===== src/shared/acs_pkg.sv =====
// Shared constants and types for the converter sequencer
package acs_pkg;
    // Bus geometry
    localparam int ADDR_W = 8;
    localparam int DATA_W = 32;
    // Register byte offsets
    localparam logic [7:0] OFS_CTRL_A = 8'h00;
    localparam logic [7:0] OFS_PORT_CFG = 8'h04;
    localparam logic [7:0] OFS_RESULT = 8'h08;
    localparam logic [7:0] OFS_STATUS = 8'h0C;
    localparam logic [7:0] OFS_DIR_A = 8'h10;
    localparam logic [7:0] OFS_DIR_E = 8'h14;
    localparam logic [7:0] OFS_PORT_A = 8'h18;
    localparam logic [7:0] OFS_PORT_E = 8'h1C;
    // Control register A fields
    localparam int CTRL_POWER_BIT = 0;
    localparam int CTRL_GO_BIT = 2;
    localparam int CTRL_CHAN_LSB = 3;
    localparam int CTRL_CLKSEL_LSB = 6;
    // Status register fields
    localparam int STAT_FLAG_BIT = 0;
    localparam int STAT_BUSY_BIT = 1;
    localparam int STAT_PAUSE_BIT = 2;
    // Reset values
    localparam logic [5:0] DIR_A_RESET = 6'h3F;
    localparam logic [2:0] DIR_E_RESET = 3'h7;
    localparam logic [2:0] PORT_CFG_RESET = 3'h0;
    localparam logic [7:0] RESULT_RESET = 8'h00;
    // Conversion clock sources
    typedef enum logic [1:0] {
        ACS_CLK_OSC2 = 2'h0,
        ACS_CLK_OSC8 = 2'h1,
        ACS_CLK_OSC32 = 2'h2,
        ACS_CLK_RC = 2'h3
    } acs_clksel_e;
    // Timing: oscillator period and internal RC period in ns
    localparam int CLK_PERIOD_NS = 4;
    localparam int RC_PERIOD_NS = 4000;
    localparam int OSC2_MULT = 2;
    localparam int OSC8_MULT = 8;
    localparam int OSC32_MULT = 32;
    localparam int DIV_W = 10;
    // Half conversion-clock periods in oscillator cycles
    localparam logic [9:0] HALF_OSC2 = 10'(OSC2_MULT / 2);
    localparam logic [9:0] HALF_OSC8 = 10'(OSC8_MULT / 2);
    localparam logic [9:0] HALF_OSC32 = 10'(OSC32_MULT / 2);
    localparam logic [9:0] HALF_RC = 10'(RC_PERIOD_NS / (2 * CLK_PERIOD_NS));
    // Sequence lengths in half conversion-clock periods
    localparam logic [4:0] CONV_HALF_STEPS = 5'h13;
    localparam logic [4:0] HOLD_HALF_STEPS = 5'h03;
    localparam logic [4:0] PAUSE_HALF_STEPS = 5'h04;
    localparam logic [7:0] TRIAL_MSB = 8'h80;
    localparam logic [2:0] TRIAL_MSB_IDX = 3'h7;
    // Analog channel mask per port configuration code
    localparam logic [7:0] ANALOG_MASK [8] = '{
        8'hFF, 8'hF7, 8'h1F, 8'h17, 8'h0B, 8'h03, 8'h00, 8'h00
    };
    // Sequencer states, Gray along idle-convert-pause
    typedef enum logic [1:0] {
        ACS_IDLE = 2'b00,
        ACS_CONVERT = 2'b01,
        ACS_PAUSE = 2'b11
    } acs_state_e;
endpackage


===== src/logic/acs_tick_gen.sv =====
// Conversion-clock half-period tick divider
`timescale 1ns/10ps
module acs_tick_gen (
    input wire logic clock,
    input wire logic rst_n,
    input wire logic [1:0] clock_select,
    input wire logic restart,
    output logic half_tick
);
    typedef struct packed {
        logic [9:0] count;
        logic tick;
    } acs_tick_s;

    acs_tick_s s;
    acs_tick_s next_s;
    logic [9:0] limit;

    // Reload length follows the select field every cycle
    // select field decode
    always_comb begin
        unique case (acs_pkg::acs_clksel_e'(clock_select))
            acs_pkg::ACS_CLK_OSC2: limit = acs_pkg::HALF_OSC2;
            acs_pkg::ACS_CLK_OSC8: limit = acs_pkg::HALF_OSC8;
            acs_pkg::ACS_CLK_OSC32: limit = acs_pkg::HALF_OSC32;
            acs_pkg::ACS_CLK_RC: limit = acs_pkg::HALF_RC;
        endcase
    end

    // Restart keeps the first step a full half period long
    always_comb begin
        next_s = s;
        if (restart || s.count >= limit - 10'h001) begin
            next_s.count = 10'h000;
        end else begin
            next_s.count = s.count + 10'h001;
        end
        next_s.tick = !restart && (s.count >= limit - 10'h001);
    end

    // State register
    always_ff @(posedge clock) begin
        if (!rst_n) begin
            s <= '0;
        end else begin
            s <= next_s;
        end
    end

    assign half_tick = s.tick;
endmodule // acs_tick_gen


===== src/logic/acs_sequencer.sv =====
// Converter sequencer with APB registers and port readback
`timescale 1ns/10ps
module acs_sequencer (
    input wire logic clock,
    input wire logic rst_n,
    input wire logic [7:0] paddr,
    input wire logic psel,
    input wire logic penable,
    input wire logic pwrite,
    input wire logic [31:0] pwdata,
    output logic [31:0] prdata,
    output logic pready,
    output logic pslverr,
    input wire logic comparator_in,
    input wire logic [5:0] port_a_pins,
    input wire logic [2:0] port_e_pins,
    output logic [7:0] dac_code,
    output logic holding_capacitor_connect,
    output logic [2:0] analog_channel,
    output logic converter_power_on,
    output logic [5:0] port_a_direction,
    output logic [2:0] port_e_direction,
    output logic conversion_done_irq_flag
);
    typedef struct packed {
        // Bus answer
        logic [31:0] prdata;
        logic pready;
        logic pslverr;
        // Software-visible registers
        logic power_on;
        logic go;
        logic [2:0] channel_select;
        logic [1:0] conv_clock_select;
        logic [2:0] port_config;
        logic [7:0] result;
        logic done_flag;
        logic [5:0] dir_a;
        logic [2:0] dir_e;
        // Sequencer
        acs_pkg::acs_state_e state;
        logic [4:0] step;
        logic [7:0] trial;
        logic [2:0] bit_idx;
        logic cap_connect;
        // Pin synchronisers
        logic comp_meta;
        logic comp_sync;
        logic [5:0] a_meta;
        logic [5:0] a_sync;
        logic [2:0] e_meta;
        logic [2:0] e_sync;
    } acs_state_s;

    acs_state_s s;
    acs_state_s next_s;
    logic half_tick;
    logic tick_restart;
    logic abort_req;
    logic [7:0] analog_mask;
    logic [5:0] analog_a;
    logic [5:0] port_a_read;
    logic [2:0] port_e_read;

    // Abort request seen while converting; the pause starts from it
    assign abort_req = (s.state == acs_pkg::ACS_CONVERT) && (!s.go || !s.power_on);

    // divider ticks
    // Held in restart while idle so each conversion starts on a fresh phase
    // restart on abort
    // Without it the pause after an abort could start mid-period and run short
    assign tick_restart = (s.state == acs_pkg::ACS_IDLE) || abort_req;

    // Divider reload follows the select field; the source decode lives inside it
    acs_tick_gen u_tick (
        .clock(clock),
        .rst_n(rst_n),
        .clock_select(s.conv_clock_select),
        .restart(tick_restart),
        .half_tick(half_tick)
    );

    // Port A bit order: AN0..AN3 on bits 0..3, bit 4 digital only, AN4 on bit 5
    assign analog_mask = acs_pkg::ANALOG_MASK[s.port_config];
    assign analog_a = {analog_mask[4], 1'b0, analog_mask[3:0]};

    // analog pins read zero
    // One gate per pin; direction bits play no part in the readback
    genvar gi;
    generate
        for (gi = 0; gi < 6; gi++) begin : g_port_a
            assign port_a_read[gi] = s.a_sync[gi] & ~analog_a[gi];
        end
    endgenerate
    assign port_e_read = s.e_sync & ~analog_mask[7:5];

    // Next-state logic: synchronisers, bus, sequencer
    always_comb begin
        logic setup;
        logic access;
        logic wr;
        logic mapped;
        logic [31:0] rd;
        logic [7:0] onehot;
        logic [7:0] resolved;
        logic [4:0] rel;
        logic done;
        setup = 1'b0;
        access = 1'b0;
        wr = 1'b0;
        mapped = 1'b0;
        rd = 32'h0000_0000;
        onehot = 8'h00;
        resolved = 8'h00;
        rel = 5'h00;
        done = 1'b0;
        next_s = s;

        // Two flops on every pin before use
        // The comparator answer reaches the sequencer three clocks after a new trial code,
        // so a bit time of two clocks (the 2 Tosc setting) resolves against a stale code;
        // that setting is below the minimum period anyway and gives no valid result
        next_s.comp_meta = comparator_in;
        next_s.comp_sync = s.comp_meta;
        next_s.a_meta = port_a_pins;
        next_s.a_sync = s.a_meta;
        next_s.e_meta = port_e_pins;
        next_s.e_sync = s.e_meta;

        // Address decode and read mux
        // Upper bits of every read word stay zero
        unique case (paddr)
            acs_pkg::OFS_CTRL_A: begin
                mapped = 1'b1;
                rd[acs_pkg::CTRL_POWER_BIT] = s.power_on;
                rd[acs_pkg::CTRL_GO_BIT] = s.go;
                rd[acs_pkg::CTRL_CHAN_LSB +: 3] = s.channel_select;
                rd[acs_pkg::CTRL_CLKSEL_LSB +: 2] = s.conv_clock_select;
            end
            acs_pkg::OFS_PORT_CFG: begin
                mapped = 1'b1;
                rd[2:0] = s.port_config;
            end
            acs_pkg::OFS_RESULT: begin
                mapped = 1'b1;
                rd[7:0] = s.result;
            end
            acs_pkg::OFS_STATUS: begin
                mapped = 1'b1;
                rd[acs_pkg::STAT_FLAG_BIT] = s.done_flag;
                rd[acs_pkg::STAT_BUSY_BIT] = (s.state == acs_pkg::ACS_CONVERT);
                rd[acs_pkg::STAT_PAUSE_BIT] = (s.state == acs_pkg::ACS_PAUSE);
            end
            acs_pkg::OFS_DIR_A: begin
                mapped = 1'b1;
                rd[5:0] = s.dir_a;
            end
            acs_pkg::OFS_DIR_E: begin
                mapped = 1'b1;
                rd[2:0] = s.dir_e;
            end
            acs_pkg::OFS_PORT_A: begin
                mapped = 1'b1;
                rd[5:0] = port_a_read;
            end
            acs_pkg::OFS_PORT_E: begin
                mapped = 1'b1;
                rd[2:0] = port_e_read;
            end
            default: begin
                mapped = 1'b0;
            end
        endcase

        // Zero-wait APB: answer is prepared during the setup cycle
        // pready is a one-cycle pulse, so each setup earns exactly one answer
        // Unmapped offsets answer with pslverr and zero data; no register moves
        setup = psel && !penable;
        access = psel && penable && s.pready;
        wr = access && pwrite && mapped;
        next_s.pready = setup;
        next_s.pslverr = setup && !mapped;
        if (setup) begin
            next_s.prdata = pwrite ? 32'h0000_0000 : rd;
        end

        // Successive-approximation sequencer
        // no interlocks
        // Channel and direction bits are never consulted here
        rel = s.step - acs_pkg::HOLD_HALF_STEPS;
        onehot = 8'h01 << s.bit_idx;
        // Trial code leaves on dac_code; its answer returns through the synchroniser
        // Comparator high keeps the trial bit
        resolved = s.comp_sync ? s.trial : (s.trial & ~onehot);
        unique case (s.state)
            acs_pkg::ACS_IDLE: begin
                if (s.power_on && s.go) begin
                    next_s.state = acs_pkg::ACS_CONVERT;
                    next_s.step = 5'h00;
                    next_s.trial = 8'h00;
                    next_s.bit_idx = acs_pkg::TRIAL_MSB_IDX;
                end
            end
            acs_pkg::ACS_CONVERT: begin
                if (abort_req) begin
                    next_s.state = acs_pkg::ACS_PAUSE;
                    next_s.step = 5'h00;
                end else if (half_tick) begin
                    next_s.step = s.step + 5'h01;
                    if (s.step == acs_pkg::HOLD_HALF_STEPS - 5'h01) begin
                        next_s.trial = acs_pkg::TRIAL_MSB;
                        next_s.bit_idx = acs_pkg::TRIAL_MSB_IDX;
                    end else if (s.step > acs_pkg::HOLD_HALF_STEPS && rel[0]) begin
                        if (s.step == acs_pkg::CONV_HALF_STEPS - 5'h01) begin
                            done = 1'b1;
                            next_s.trial = resolved;
                        end else begin
                            next_s.trial = resolved | (onehot >> 1);
                            next_s.bit_idx = s.bit_idx - 3'h1;
                        end
                    end
                end
            end
            acs_pkg::ACS_PAUSE: begin
                if (half_tick) begin
                    if (s.step == acs_pkg::PAUSE_HALF_STEPS - 5'h01) begin
                        next_s.state = acs_pkg::ACS_IDLE;
                        next_s.step = 5'h00;
                    end else begin
                        next_s.step = s.step + 5'h01;
                    end
                end
            end
            default: begin
                // Unused code falls back to idle
                next_s.state = acs_pkg::ACS_IDLE;
                next_s.step = 5'h00;
            end
        endcase

        // go clears on completion
        // The result moves only here or by a software write
        if (done) begin
            next_s.result = resolved;
            next_s.go = 1'b0;
            next_s.state = acs_pkg::ACS_PAUSE;
            next_s.step = 5'h00;
        end

        // Register writes; a software write to go lands after the done clear
        // Result is writable so software can seed the value that an abort leaves
        // Status has no writable bit apart from the flag clear below
        if (wr) begin
            unique case (paddr)
                acs_pkg::OFS_CTRL_A: begin
                    next_s.power_on = pwdata[acs_pkg::CTRL_POWER_BIT];
                    next_s.go = pwdata[acs_pkg::CTRL_GO_BIT];
                    next_s.channel_select = pwdata[acs_pkg::CTRL_CHAN_LSB +: 3];
                    next_s.conv_clock_select = pwdata[acs_pkg::CTRL_CLKSEL_LSB +: 2];
                end
                acs_pkg::OFS_PORT_CFG: next_s.port_config = pwdata[2:0];
                acs_pkg::OFS_RESULT: next_s.result = pwdata[7:0];
                acs_pkg::OFS_DIR_A: next_s.dir_a = pwdata[5:0];
                acs_pkg::OFS_DIR_E: next_s.dir_e = pwdata[2:0];
                default: begin
                    next_s.power_on = s.power_on;
                end
            endcase
        end

        // flag cleared only by software
        // Write one to clear; a completion in the same cycle wins
        if (wr && paddr == acs_pkg::OFS_STATUS && pwdata[acs_pkg::STAT_FLAG_BIT]) begin
            next_s.done_flag = 1'b0;
        end
        if (done) begin
            next_s.done_flag = 1'b1;
        end

        // whatever the pin drives is sampled
        // digital inputs also sampled
        // Tracking only while idle and powered, so it never charges mid-conversion
        // An abort reuses the same pause, so the capacitor stays off for it as well
        next_s.cap_connect = (next_s.state == acs_pkg::ACS_IDLE) && next_s.power_on;
    end

    // State register
    // Reset leaves the converter off and every pin direction an input
    always_ff @(posedge clock) begin
        if (!rst_n) begin
            s <= '0;
            s.dir_a <= acs_pkg::DIR_A_RESET;
            s.dir_e <= acs_pkg::DIR_E_RESET;
            s.port_config <= acs_pkg::PORT_CFG_RESET;
            s.result <= acs_pkg::RESULT_RESET;
            s.state <= acs_pkg::ACS_IDLE;
        end else begin
            s <= next_s;
        end
    end

    // Outputs straight from the state flops
    // Pin drivers live outside; only the direction bits leave this block
    assign prdata = s.prdata;
    assign pready = s.pready;
    assign pslverr = s.pslverr;
    assign dac_code = s.trial;
    assign holding_capacitor_connect = s.cap_connect;
    assign analog_channel = s.channel_select;
    assign converter_power_on = s.power_on;
    assign port_a_direction = s.dir_a;
    assign port_e_direction = s.dir_e;
    assign conversion_done_irq_flag = s.done_flag;
endmodule // acs_sequencer


===== config.mk =====
export PLATFORM = sky130hd
export DESIGN_NAME = acs_sequencer
export DESIGN_NICKNAME = d
export VERILOG_FILES = /design/src/shared/acs_pkg.sv /design/src/logic/acs_tick_gen.sv /design/src/logic/acs_sequencer.sv
export SDC_FILE = /design/constraint.sdc
export NUM_CORES = 1
export LEC_CHECK = 0
export BUFFER_PORTS_ARGS = -buffer_cell sky130_fd_sc_hd__buf_2
export CAP_MARGIN = 25
export CELL_PAD_IN_SITES_DETAIL_PLACEMENT = 0
export CELL_PAD_IN_SITES_GLOBAL_PLACEMENT = 1
export CORE_MARGIN = 3
export CORE_UTILIZATION = 43
export DETAILED_ROUTE_END_ITERATION = 6
export PLACE_DENSITY_LB_ADDON = 0.15
export RECOVER_POWER = 100
export SYNTH_ARGS = -nofsm -noshare
export SYNTH_HDL_FRONTEND = slang
export SYNTH_HIERARCHICAL = 1
export SYNTH_SLANG_ARGS = --single-unit

===== constraint.sdc =====
create_clock -name clock -period 5.8 [get_ports clock]
set_clock_uncertainty 0.05 [all_clocks]
set_input_delay 0.29 -clock clock [delete_from_list [all_inputs] [get_ports clock]]
set_output_delay 0.29 -clock clock [all_outputs]
set_load 0.01 [all_outputs]

Word level (Yosys, flattened, before mapping)
Memories as Yosys holds them, arrays and structs flattened.
Cells that the tools add are included.
- bits in registers: 112
- bits in latches: 0
- bits in writable memories: 0
- bits in read-only memories: 64
- bits of input ports: 55
- output and inout port bits: 57
- logic and storage cells: 152
- memories kept: 1
- add/subtract/negate cells: 5
- $mul: 0
- div/mod/pow operators: 0
- $lt $le $gt $ge: 3
- equality and inequality tests: 22
- shifts and indexed selects: 1
- muxes and demuxes: 41
- bitwise gates (word level): 17
- reductions and logical operators: 37
- memories (name ; words ; width ; rd ports ; clocked after memory_dff ; write ports ; line ; source):
    (no name shown) ; 8 ; 8 ; 1 ; 0 ; 0 ; acs_sequencer.sv:84 ; assign analog_mask = acs_pkg::ANALOG_MASK[s.port_config];
- operators by type and width (cell ; count):
    $mux W8 ; 7
    $pmux W10 S4 ; 1
    $mux W18 ; 2
    $mux W11 ; 3
    $eq A8 B5 Y1 const B ; 4
    $pmux W11 S2 ; 1
    $pmux W7 S3 ; 1
    $eq A8 B4 Y1 const B ; 2
    $mux W16 ; 1
    $pmux W1 S8 ; 2
    $mux W7 ; 2
    $logic_and A1 B1 Y1 ; 13
    $pmux W3 S4 ; 1
    $mux W1 ; 11
    $add A10 B1 Y10 const B ; 1
    $eq A5 B2 Y1 const B ; 2
    $ge A10 B10 Y1 ; 1
    $mux W5 ; 2
    $sub A10 B1 Y10 const B ; 1
    $and A8 B8 Y8 ; 1
    $eq A8 B3 Y1 const B ; 1
    $logic_not A8 Y1 ; 1
    $not A8 Y8 ; 1
    $or A8 B7 Y8 ; 1
    34 further kinds ; 63

Depth between registers and ports, before layout
Gate-level depths: netlist of the first run.
- depth after elaboration: 14
- depth in mapped cells: 8
- mapped depth without buffers: 7

Hierarchy
Netlist of the first run, hierarchy kept.
- modules (own cells, without submodules) (module ; times used ; cells each ; area an instance (µm²) ; sequential area each (µm²)):
    acs_sequencer ; 1 ; 438 ; 3875.0 ; 1541.5
    acs_tick_gen ; 1 ; 73 ; 695.7 ; 220.2

Worst setup path before layout of the first run
OpenSTA, ideal clock, no wires.
- kind: reg-to-reg
- from: reg s[32] (netlist name)
- to: reg s (netlist bit dac_code[0])
- library setup time: 0.123 ns
- arrival: 1.660 ns
- data required time: 5.627 ns
- path slack: 3.967 ns
- stages on the path, launching flop included: 9
- buffers on the path: 1
- period minus slack after synthesis: 1.833 ns
- path through: dfxtp_1 -> inv_1 -> ha_1 -> or4b_1 -> nand2_1 -> o21ai_1 -> and2_1 -> clkbuf_1 -> o2bb2ai_1
- longest elaborated chain between the ends: 7
- elaborated cells on any way between the ends: 13
- those cells by class: add/sub (1); order compare (1); eq/ne (3); mux (6); reduce/logical (2)
- RTL lines (what ; line ; source):
    start, declared ; acs_sequencer.sv:55 ; acs_state_s s;
    start signal, assigned ; acs_sequencer.sv:298 ; s <= next_s;
    $eq A5 B5 Y1 ; acs_sequencer.sv:214 ; if (s.step == acs_pkg::CONV_HALF_STEPS - 5'h01) begin
    $mux W8 ; acs_sequencer.sv:214 ;
    $mux W11 ; acs_sequencer.sv:213 ; end else if (s.step > acs_pkg::HOLD_HALF_STEPS && rel[0]) begin
    $mux W11 ; acs_sequencer.sv:210 ; if (s.step == acs_pkg::HOLD_HALF_STEPS - 5'h01) begin
    $mux W16 ; acs_sequencer.sv:208 ; end else if (half_tick) begin
    $mux W11 ; acs_sequencer.sv:205 ; if (abort_req) begin
    $pmux W11 S2 ; acs_sequencer.sv:195 ; unique case (s.state)
Several ways; a longest one is shown, not always the timed one. The select of a mux whose other input is x is not followed.
A chain may end at the register's enable or synchronous reset.

Worst setup path after layout of the first run
- from: reg s[61] (netlist name)
- to: reg u_tick/s[5] (netlist name)
- longest elaborated chain between the ends: 6
- elaborated cells on any way between the ends: 9
- those cells by class: add/sub (1); order compare (1); eq/ne (3); mux (1); reduce/logical (3)
- RTL lines (what ; line ; source):
    $eq A2 B2 Y1 (tied with other cells) ; acs_tick_gen.sv:22 ; unique case (acs_pkg::acs_clksel_e'(clock_select))
    $pmux W10 S4 (*) ; acs_tick_gen.sv:22 ;
    $sub A10 B1 Y10 (*) ; acs_tick_gen.sv:33 ; if (restart || s.count >= limit - 10'h001) begin
    $ge A10 B10 Y1 (*) ; acs_tick_gen.sv:33 ;
    $logic_or A1 B1 Y1 (*) ; acs_tick_gen.sv:33 ;
    $reduce_or A2 Y1 (no line) (*) ; n/a ;
    end signal, assigned ; acs_tick_gen.sv:46 ; s <= next_s;
    end, declared ; acs_tick_gen.sv:15 ; acs_tick_s s;
Every way passes the cells marked *; elsewhere a longest branch is shown, timed or not. The select of a mux whose other input is x is not followed.

==> results.yml, run 1 <==
status:
  outcome: "finished, violations left"
  violations: "capacitance limit, slew limit"
worst_hold_path:
  whs_path_depth: 2
  hold_class: "in -> reg"
  hold_end: "next_s[9]$_SDFF_PN0_"
  holdCritStartpoint: "port_a_pins[3]"
global_route:
  grt_pass1_vias: 3090
  grt_pass1_wl_mm: 15.88
  grt_max_degree: 48
  grt_overflow: 0
  grt_usage: 0.1705
  antenna_found_initial: 0
synth:
  synthXorXnorAreaFrac: 0.01725
  syn_avg_cell_area_um2: 8.944
  netlist_area_um2: 4571
  synth_cells: 511
  synthArstFlopShare: 0
  synth_fa_ha_area_frac: 0.04927
  yosys_warnings: 6
  yosys_most_used_dff: "dfxtp_1"
  synth_cell_types: 60
  ys_seq_elements: 88
  ys_seq_area_frac: 0.3854
  synth_top_family_by_area: "simple AND/OR/NAND/NOR gates"
  synth.most_common_cell: "dfxtp_1"
  synth-simple-area-share: 0.1971
  synth_area_leaders: "dfxtp_1 39%, buf_4 8.9%, mux2i_1 5.9%"
  netlist.area_leader.share: 0.3854
  synth_compound_area_frac: 0.1489
  synth_commonest_cells: "88 x dfxtp_1, 54 x buf_4, 43 x nand2_1"
  synth_top_area_cell: "dfxtp_1"
  synth_edf_count: 0
  muxShareOfSynthArea: 0.08130
sta:
  fin_crit_sh: 0.5054
  rsz0062_at_grt: "false"
  finalMaxSlewViolations: 59
  fmax_mhz: 341.1
  setup_violations: 0
  setup_tns_ns: 0
  min_period_ns: 2.932
  relSlewSlack: -0.2548
  worst_slew_pin_slew_ns: 1.882
  hold_viol_final: 0
final_layout:
  antenna_cells: 0
  areaGrowthSynthToFinish_pct: 4.544
  final_nets: 606
  drive_gt1_frac: 0.1115
floorplanning:
  placementRows: 37
  die_area_um2: 11900
  dieHeight_um: 109.1
  die_w_um: 109.1
  initial_core_util: 0.4427
  ioPinCount: 112
  core_area_um2: 10320
clocking:
  cts_tree: "built"
  numCtsBuffers: 9
  cts.sinks: 88
  cts_resized: 0
  cts_root_buf: "clkbuf_8"
  cts_max_path_buffers: 2
  cts_setup_buffers: 0
  clkLatencyLatePin_ns: 0.36
  cts_hold_buf: 0
  clkTransAtPathRegs_ns: 0.10
  cts-htree-levels: 3
critical_path:
  crit_fanout: 10
  worstReg2RegStart: "s[61]$_SDFFE_PN0P_"
  timing_worst_setup_path_type: "reg -> reg"
  end_kind: "register"
  crit_path_start: "s[61]$_SDFFE_PN0P_"
  cp.required_ns: 5.92
  r2r_slack_ns: 2.87
  critPathLaunchType: "register"
  worst_r2r_endpoint: "u_tick/s[5]$_SDFF_PP0_"
  rr_worst_depth: 5
  cp_data_arrival_time_ns: 3.05
routing:
  drt-initial-drc-count: 184
  detail-route-antenna-nets: 0
  wl_per_cell_um: 15.23
  drc: 0
  routed_wl_mm: 10.27
  routed_via_density: 5.175
  drt_first_pass_iters: 4
  route.vias.total: 3488
pwr:
  clkPwrFrac: 0.381
  total_power_mw: 1.107
  power_density_nw_per_um2: 231.6
  seq_power_share: 0.558
  p_leak_nw: 1.822
  switchingPower_mw: 0.3027
  p_int_mw: 0.8041
  vdd_ir_drop_max_v: 0.0001031
  swShare: 0.2735
  comb_power_share: 0.061
placed_design:
  portBuffers: 63
  dp_hpwl_mm: 7.570
  place.gp.congestion: 0.8181
job:
  cap_violations: 2
## flip-flops by register name, indices dropped and copies added, names as in the netlist
name,cells
s,33
next_s,10
u_tick/s,10
dac_code,8
prdata,8
port_a_direction,6
analog_channel,3
port_e_direction,3
conversion_done_irq_flag,1
converter_power_on,1
holding_capacitor_connect,1
port_a_read,1
pready,1
pslverr,1
u_tick/half_tick,1
## per-layer routing
metal	global-route usage	part of all wire	up-vias
met5	0	0	-
met4	0.04599	0.0086	0
met3	0.02664	0.057	8
met2	0.2570	0.43	97
met1	0.2520	0.50	1616
li1	-	-	1767
## kinds of logic after synthesis
family / after synthesis
AOI/OAI and AO/OA: 102
xor gates and xnor gates: 9
adders and majority gates: 18
buffers and inverters: 89
DFF: 88
muxes: 32
other: 2
and+or+nand+nor: 171
## cell usage in the layout, fill, tap and decap left out, types with 3 or more instances in the layout
master	instances
nor2_1	31
a22oi_1	3
dfxtp_1	88
inv_1	13
ha_1	18
nand4_1	12
nor2b_1	5
a21oi_1	40
nand2b_1	5
or3_1	5
xor2_1	7
conb_1	25
a31oi_1	3
a211oi_1	3
a211o_1	3
mux4_2	4
clkbuf_8	9
nor3_1	13
o21ai_0	14
o211ai_1	4
nand2_1	43
nand3_1	11
mux2i_1	27
and2_0	12
and3_1	3
and2_1	13
o2bb2ai_1	9
clkbuf_1	34
buf_2	29
nor4_1	3
a21boi_0	8
## area by class of cell
cell class | instances | area [um^2]
Inverter | 14 | 52.55
Clock inverter | 7 | 73.82
Timing Repair Buffer | 63 | 272.8
Sequential cell | 88 | 1762
Fill cell | 1021 | 5545
Multi-Input combinational cell | 357 | 2323
Clock buffer | 9 | 123.9
Tap cell | 136 | 170.2
## worst max-delay path, stage by stage (launching register included)
cell and delay [ns]:
dfxtp_1 0.42, nand2_1 0.15, ha_1 0.34, nand4_1 0.16, o311ai_0 1.51, nor3_1 0.12
## power by group through the flow
| stage | clock (mW) | combinational, mW | sequential, mW |
|---|---|---|---|
| 6_report | 0.422 | 0.0680 | 0.617 |
| 5_1_grt | 0.458 | 0.0755 | 0.618 |
| 4_1_cts | 0.436 | 0.0691 | 0.617 |
| 3_5_place_dp | 0 | 0.0689 | 0.631 |
| 3_3_place_gp | 0 | 0.0683 | 0.631 |
| 2_1_floorplan | 0 | 0.0602 | 0.628 |
## worst max path at each step
| stage | to | slack (ns) |
|---|---|---|
| after global placement | s[34]$_SDFFE_PP0P_ | 3.37 |
| after global routing | u_tick/s[5]$_SDFF_PP0_ | 2.45 |
| after floorplan | dac_code[0]$_SDFFE_PN0P_ | 3.97 |
| after CTS | s[34]$_SDFFE_PP0P_ | 3.33 |
| after detailed placement | s[34]$_SDFFE_PP0P_ | 3.35 |
| final | u_tick/s[5]$_SDFF_PP0_ | 2.87 |
## through the flow
| stage | hold WS [ns] | std cells | area [um^2] | utilization | setup WS, ns |
|---|---|---|---|---|---|
| after floorplan | 0.3619 | 534 | 4657 | - | 3.967 |
| after global placement | 0.3712 | 658 | 4651 | 0.4505 | 3.370 |
| after detailed placement | 0.3706 | 658 | 4651 | 0.4505 | 3.354 |
| after CTS | 0.07264 | 674 | 4848 | 0.4696 | 3.334 |
| after global routing | 0.06943 | 674 | 4778 | 0.4629 | 2.445 |
| final | 0.08720 | 674 | 4778 | 0.4629 | 2.868 |
No activity file was read; power rests on OpenSTA's default activity.
==> run 2, diff against run 1 <==
--- a/config.mk
+++ b/config.mk
@@ -10,7 +10,7 @@
 export CELL_PAD_IN_SITES_DETAIL_PLACEMENT = 0
 export CELL_PAD_IN_SITES_GLOBAL_PLACEMENT = 1
 export CORE_MARGIN = 3
-export CORE_UTILIZATION = 43
+export CORE_UTILIZATION = 40
 export DETAILED_ROUTE_END_ITERATION = 6
 export PLACE_DENSITY_LB_ADDON = 0.15
 export RECOVER_POWER = 100
==> constraint.sdc (replaced) <==
create_clock -name clock -period 2.95 [get_ports clock]
set_clock_uncertainty 0.05 [all_clocks]
set_input_delay 0.1475 -clock clock [delete_from_list [all_inputs] [get_ports clock]]
set_output_delay 0.1475 -clock clock [all_outputs]
set_load 0.01 [all_outputs]
==> run 2 against run 1 <==
The flow now finishes without violations. Maximum frequency grew 34%. Power grew 130%. Cell count grew 2.7%. Sequential cell count is the same. Worst hold slack lost 0.064 ns. Global-route usage shrank 0.24 points. Sequential power grew 96%. Largest cell class unchanged.
==> results.yml, run 2 (synthesis gave the netlist of run 1 again) <==
status:
  outcome: "finished, final reports clean"
sta:
  fin_ws_ns: 0.7652
  setup_tns_ns: 0
  setup_violations: 0
  hold_viol_final: 0
  min_period_ns: 2.185
  relSlewSlack: 0.04343
  fin_crit_sh: 0.7406
  worst_slew_pin_slew_ns: 1.435
  whs_ns: 0.02337
  rsz0062_at_grt: "false"
  finalMaxSlewViolations: 0
  fmax_mhz: 457.7
clocking:
  clkLatencyLatePin_ns: 0.35
  cts_tree: "built"
  clkTransAtPathRegs_ns: 0.07
  cts_max_path_buffers: 2
  cts_root_buf: "clkbuf_16"
  cts_resized: 0
  cts.sinks: 88
  cts_setup_buffers: 0
  cts-htree-levels: 3
  numCtsBuffers: 9
routing:
  routed_via_density: 5.166
  drt-initial-drc-count: 279
  routed_wl_mm: 10.50
  drt_first_pass_iters: 5
  wl_per_cell_um: 15.18
  detail-route-antenna-nets: 0
  route.vias.total: 3575
  drc: 0
final_layout:
  multiInputGateArea_um2: 2335
  seq_area_um2: 1762
  final_nets: 620
  fin_util: 0.4568
  fin_area_um2: 5017
  antenna_cells: 0
  fillerInstances: 1104
  final_common_cell: "dfxtp_1"
  drive_gt1_frac: 0.1123
  largest_register: "s"
  final_cell_mix: "88 x dfxtp_1, 43 x nand2_1, 40 x a21oi_1"
  areaGrowthSynthToFinish_pct: 9.773
  largest_reg_flops: 33
global_route:
  grt-busiest-layer: "met1"
  grt_use_met1: 0.2517
  met2_usage: 0.2393
  grt_pass1_wl_mm: 17.15
  use_met3: 0.04278
  grt_max_degree: 40
  antenna_found_initial: 0
  grt_usage: 0.1681
  grt_overflow: 0
  grt_pass1_vias: 3287
critical_path:
  worstReg2RegStart: "pready$_SDFF_PN0_"
  end_kind: "register"
  cp_data_arrival_time_ns: 2.30
  slowest_delay_ns: 0.63
  crit_path_start: "pready$_SDFF_PN0_"
  timing_worst_setup_path_type: "reg -> reg"
  path_cells: "and4_1 -> nand4_1 -> nor3_1 -> clkbuf_1 -> mux2i_1 -> nand2_1"
  cp.required_ns: 3.06
  cp_slowest_cell: "nor3_1"
  critPathLaunchType: "register"
  crit_fanout: 5
pwr:
  clkPwrFrac: 0.456
  swShare: 0.2578
  power_density_nw_per_um2: 497.6
  seq_power_share: 0.486
  p_int_mw: 1.853
  comb_power_share: 0.058
  p_leak_nw: 1.906
  vdd_ir_drop_max_v: 0.0002629
  switchingPower_mw: 0.6436
worst_hold_path:
  holdCritStartpoint: "pwdata[4]"
  hold_class: "in -> reg"
floorplanning:
  die_area_um2: 12750
  ioPinCount: 112
  core_area_um2: 10980
  die_w_um: 112.9
  dieHeight_um: 112.9
  placementRows: 38
  initial_core_util: 0.4162
placed_design:
  placedInstanceArea_um2: 4686
  dp_slack_ns: 0.9496
  place.gp.congestion: 0.8279
  portBuffers: 63
  dp_hpwl_mm: 7.715
job:
  cap_violations: 0
-- run 2: cell count changes in the layout (fill, tap and decap cells not counted), sizes merged --
cell,delta
dlygate4sd3,+10
buf,+2
clkbuf,+2
clkinv,-1
clkinvlp,+1
-- run 2: cell type report --
class / instances / area share
well taps: 140 / 0.03491
clock buffers: 9 / 0.04489
inverters: 14 / 0.01047
flip-flops and latches: 88 / 0.3511
clock inverters: 7 / 0.01446
multi-input cells: 357 / 0.4653
repair buffers: 77 / 0.07880
-- run 2: final timing paths --
kind / end / slack, ns / cells past startpoint
max reg2reg: port_a_direction[3]$_SDFFE_PN1P_ / 0.77 / 6
min reg2reg: s[7]$_SDFF_PN0_ / 0.38 / 1
max: port_a_direction[3]$_SDFFE_PN1P_ / 0.77 / 6
min: analog_channel[1]$_SDFFE_PN0P_ / 0.02 / 3
-- run 2: what timing repair did --
item                       in CTS  in global routing
hold endpoints to repair       10                  0
hold buffers                   10                  0
setup endpoints to repair       0                  0
-- run 2: critical path, delay by kind of cell (launching register included) --
| family | cells | cell delay [ns] |
|---|---|---|
| buffers and inverters | 1 | 0.32 |
| DFF | 1 | 0.33 |
| muxes | 1 | 0.22 |
| and+or+nand+nor | 4 | 1.08 |
-- run 2: through the flow --
stage | power [mW] | std cells
finish | 2.497 | 692
global route | 2.603 | 692
CTS | 2.526 | 692
detailed placement | 1.377 | 666
global placement | 1.376 | 666
floorplan | 1.353 | 534
-- run 2: layer usage --
layer	vias to the layer above	part of all wire
met2	98	0.43
li1	1792	-
met3	7	0.064
met5	-	0
met4	0	0.0082
met1	1678	0.50
-- run 2: power groups by stage --
stage	registers [mW]	logic, mW	clock network, mW
2_1_floorplan	1.23	0.118	0
3_3_place_gp	1.24	0.135	0
3_5_place_dp	1.24	0.136	0
4_1_cts	1.21	0.147	1.17
5_1_grt	1.22	0.161	1.23
6_report	1.21	0.145	1.14
==> run 3, diff against run 2 <==
==> constraint.sdc (replaced) <==
create_clock -name clock -period 2.1 [get_ports clock]
set_clock_uncertainty 0.05 [all_clocks]
set_input_delay 0.105 -clock clock [delete_from_list [all_inputs] [get_ports clock]]
set_output_delay 0.105 -clock clock [all_outputs]
set_load 0.01 [all_outputs]
==> run 3 against run 2 <==
Sequential cell count is the same. First-iteration DRC count shrank 26%. Worst hold slack lost 0.0030 ns. Die area is the same. Largest power group unchanged. Critical endpoint is now u_tick/s[5]$_SDFF_PP0_.
==> results.yml, run 3 (synthesis gave the netlist of run 1 again) <==
status:
  outcome: "finished, final reports clean"
final_layout:
  final_cell_mix: "88 x dfxtp_1, 42 x nand2_1, 39 x a21oi_1"
  final_common_cell: "dfxtp_1"
  final_nets: 638
  antenna_cells: 0
  drive_gt1_frac: 0.1298
  fin_area_um2: 5171
  largest_register: "s"
  largest_reg_flops: 33
  areaGrowthSynthToFinish_pct: 13.14
critical_path:
  r2r_slack_ns: 0.16
  crit_path_start: "s[60]$_SDFFE_PN0P_"
  cp_slowest_cell: "o311ai_4"
  timing_worst_setup_path_type: "reg -> reg"
  crit_cells: 6
  path_cells: "or2_2 -> ha_1 -> nand2b_1 -> a21oi_2 -> o311ai_4 -> nor3_1"
  critPathTopFamily: "compound AO/OA/AOI/OAI gates"
  worstReg2RegStart: "s[60]$_SDFFE_PN0P_"
  crit_fanout: 10
  cp_data_arrival_time_ns: 2.11
  rr_worst_depth: 6
  critPathLaunchType: "register"
  crit_end: "u_tick/s[5]$_SDFF_PP0_"
  critPathBufInv: 0
  worst_r2r_endpoint: "u_tick/s[5]$_SDFF_PP0_"
  end_kind: "register"
  slowest_delay_ns: 0.50
  cp.required_ns: 2.27
routing:
  drc: 0
  drt_first_pass_iters: 5
  routed_via_density: 5.027
  drt-initial-drc-count: 206
  routed_wl_mm: 10.80
  wl_per_cell_um: 15.21
  detail-route-antenna-nets: 0
  route.vias.total: 3569
sta:
  finalMaxSlewViolations: 0
  rsz0062_at_grt: "false"
  worst_slew_pin_slew_ns: 1.418
  relSlewSlack: 0.05458
  fmax_mhz: 514.3
  min_period_ns: 1.944
  fin_crit_sh: 0.9259
  hold_viol_final: 0
  setup_tns_ns: 0
  setup_violations: 0
floorplanning:
  die_w_um: 112.9
  core_area_um2: 10980
  die_area_um2: 12750
  ioPinCount: 112
  dieHeight_um: 112.9
  initial_core_util: 0.4162
  placementRows: 38
clocking:
  cts_setup_buffers: 0
  cts-htree-levels: 3
  cts.sinks: 88
  clkLatencyLatePin_ns: 0.35
  clkTransAtPathRegs_ns: 0.06
  cts_tree: "built"
  cts_max_path_buffers: 2
  cts_root_buf: "clkbuf_16"
  numCtsBuffers: 9
global_route:
  grt_overflow: 0
  grt_pass1_vias: 3396
  grt_usage: 0.1757
  antenna_found_initial: 0
  grt_max_degree: 40
  grt_pass1_wl_mm: 17.71
worst_hold_path:
  whs_path_depth: 3
  hold_class: "in -> reg"
pwr:
  p_leak_nw: 1.997
  total_power_mw: 3.610
  power_density_nw_per_um2: 698.0
  vdd_ir_drop_max_v: 0.0005362
job:
  cap_violations: 0
placed_design:
  portBuffers: 63
  place.gp.congestion: 0.7931
  dp_hpwl_mm: 7.925
  placedInstanceArea_um2: 4776
## run 3: area by class of cell
type,count,area [um^2]
clock buffer,10,239.0
clock inverter,6,73.82
fill,1108,5812
inverter,14,52.55
multi-input combinational,357,2338
sequential,88,1762
tap,140,175.2
timing repair buffer,95,530.5
## run 3: worst min-delay path by stage
stage	from	endpoint	slack, ns
2_1_floorplan	port_e_pins[0]	next_s[0]$_SDFF_PN0_	0.18
3_3_place_gp	port_a_pins[5]	next_s[11]$_SDFF_PN0_	0.26
3_5_place_dp	port_a_pins[1]	next_s[7]$_SDFF_PN0_	0.26
4_1_cts	pwdata[1]	port_e_direction[1]$_SDFFE_PN1P_	0.009
5_1_grt	pwrite	prdata[3]$_SDFFE_PN0P_	0.04
6_report	pwdata[1]	port_e_direction[1]$_SDFFE_PN1P_	0.02
## run 3: timing repair
item / CTS / global route
hold buffers: 16 / 0
endpoints found under the setup margin: 0 / 10
hold endpoints to repair: 20 / 0
gates resized for setup: 0 / 3
## run 3: per-stage QoR
stage | utilization | setup slack (ns) | instances | hold WS (ns)
finish | 0.4708 | 0.1555 | 710 | 0.02032
global placement | 0.4348 | 0.1607 | 678 | 0.2611
global route | 0.4708 | 0.01511 | 710 | 0.04314
floorplan | - | 0.2666 | 534 | 0.1823
detailed placement | 0.4348 | 0.1206 | 678 | 0.2646
CTS | 0.4779 | 0.08650 | 710 | 0.008972
## run 3: tightest hold or removal path, cell delays in order
cell	delay, ns
buf_2	0.14
mux2i_1	0.09
nand2_1	0.06
## run 3: where the power goes
part	internal [mW]	total, mW	switching [mW]
Clock	0.971	1.68	0.710
Combinational	0.0886	0.226	0.138
Sequential	1.69	1.70	0.0106
## run 3: routing by layer
| metal | track usage | wire length [um] |
|---|---|---|
| met5 | 0 | 0 |
| met4 | 0.03846 | 105 |
| met3 | 0.05134 | 606 |
| met2 | 0.2650 | 4751 |
| met1 | 0.2498 | 5337 |
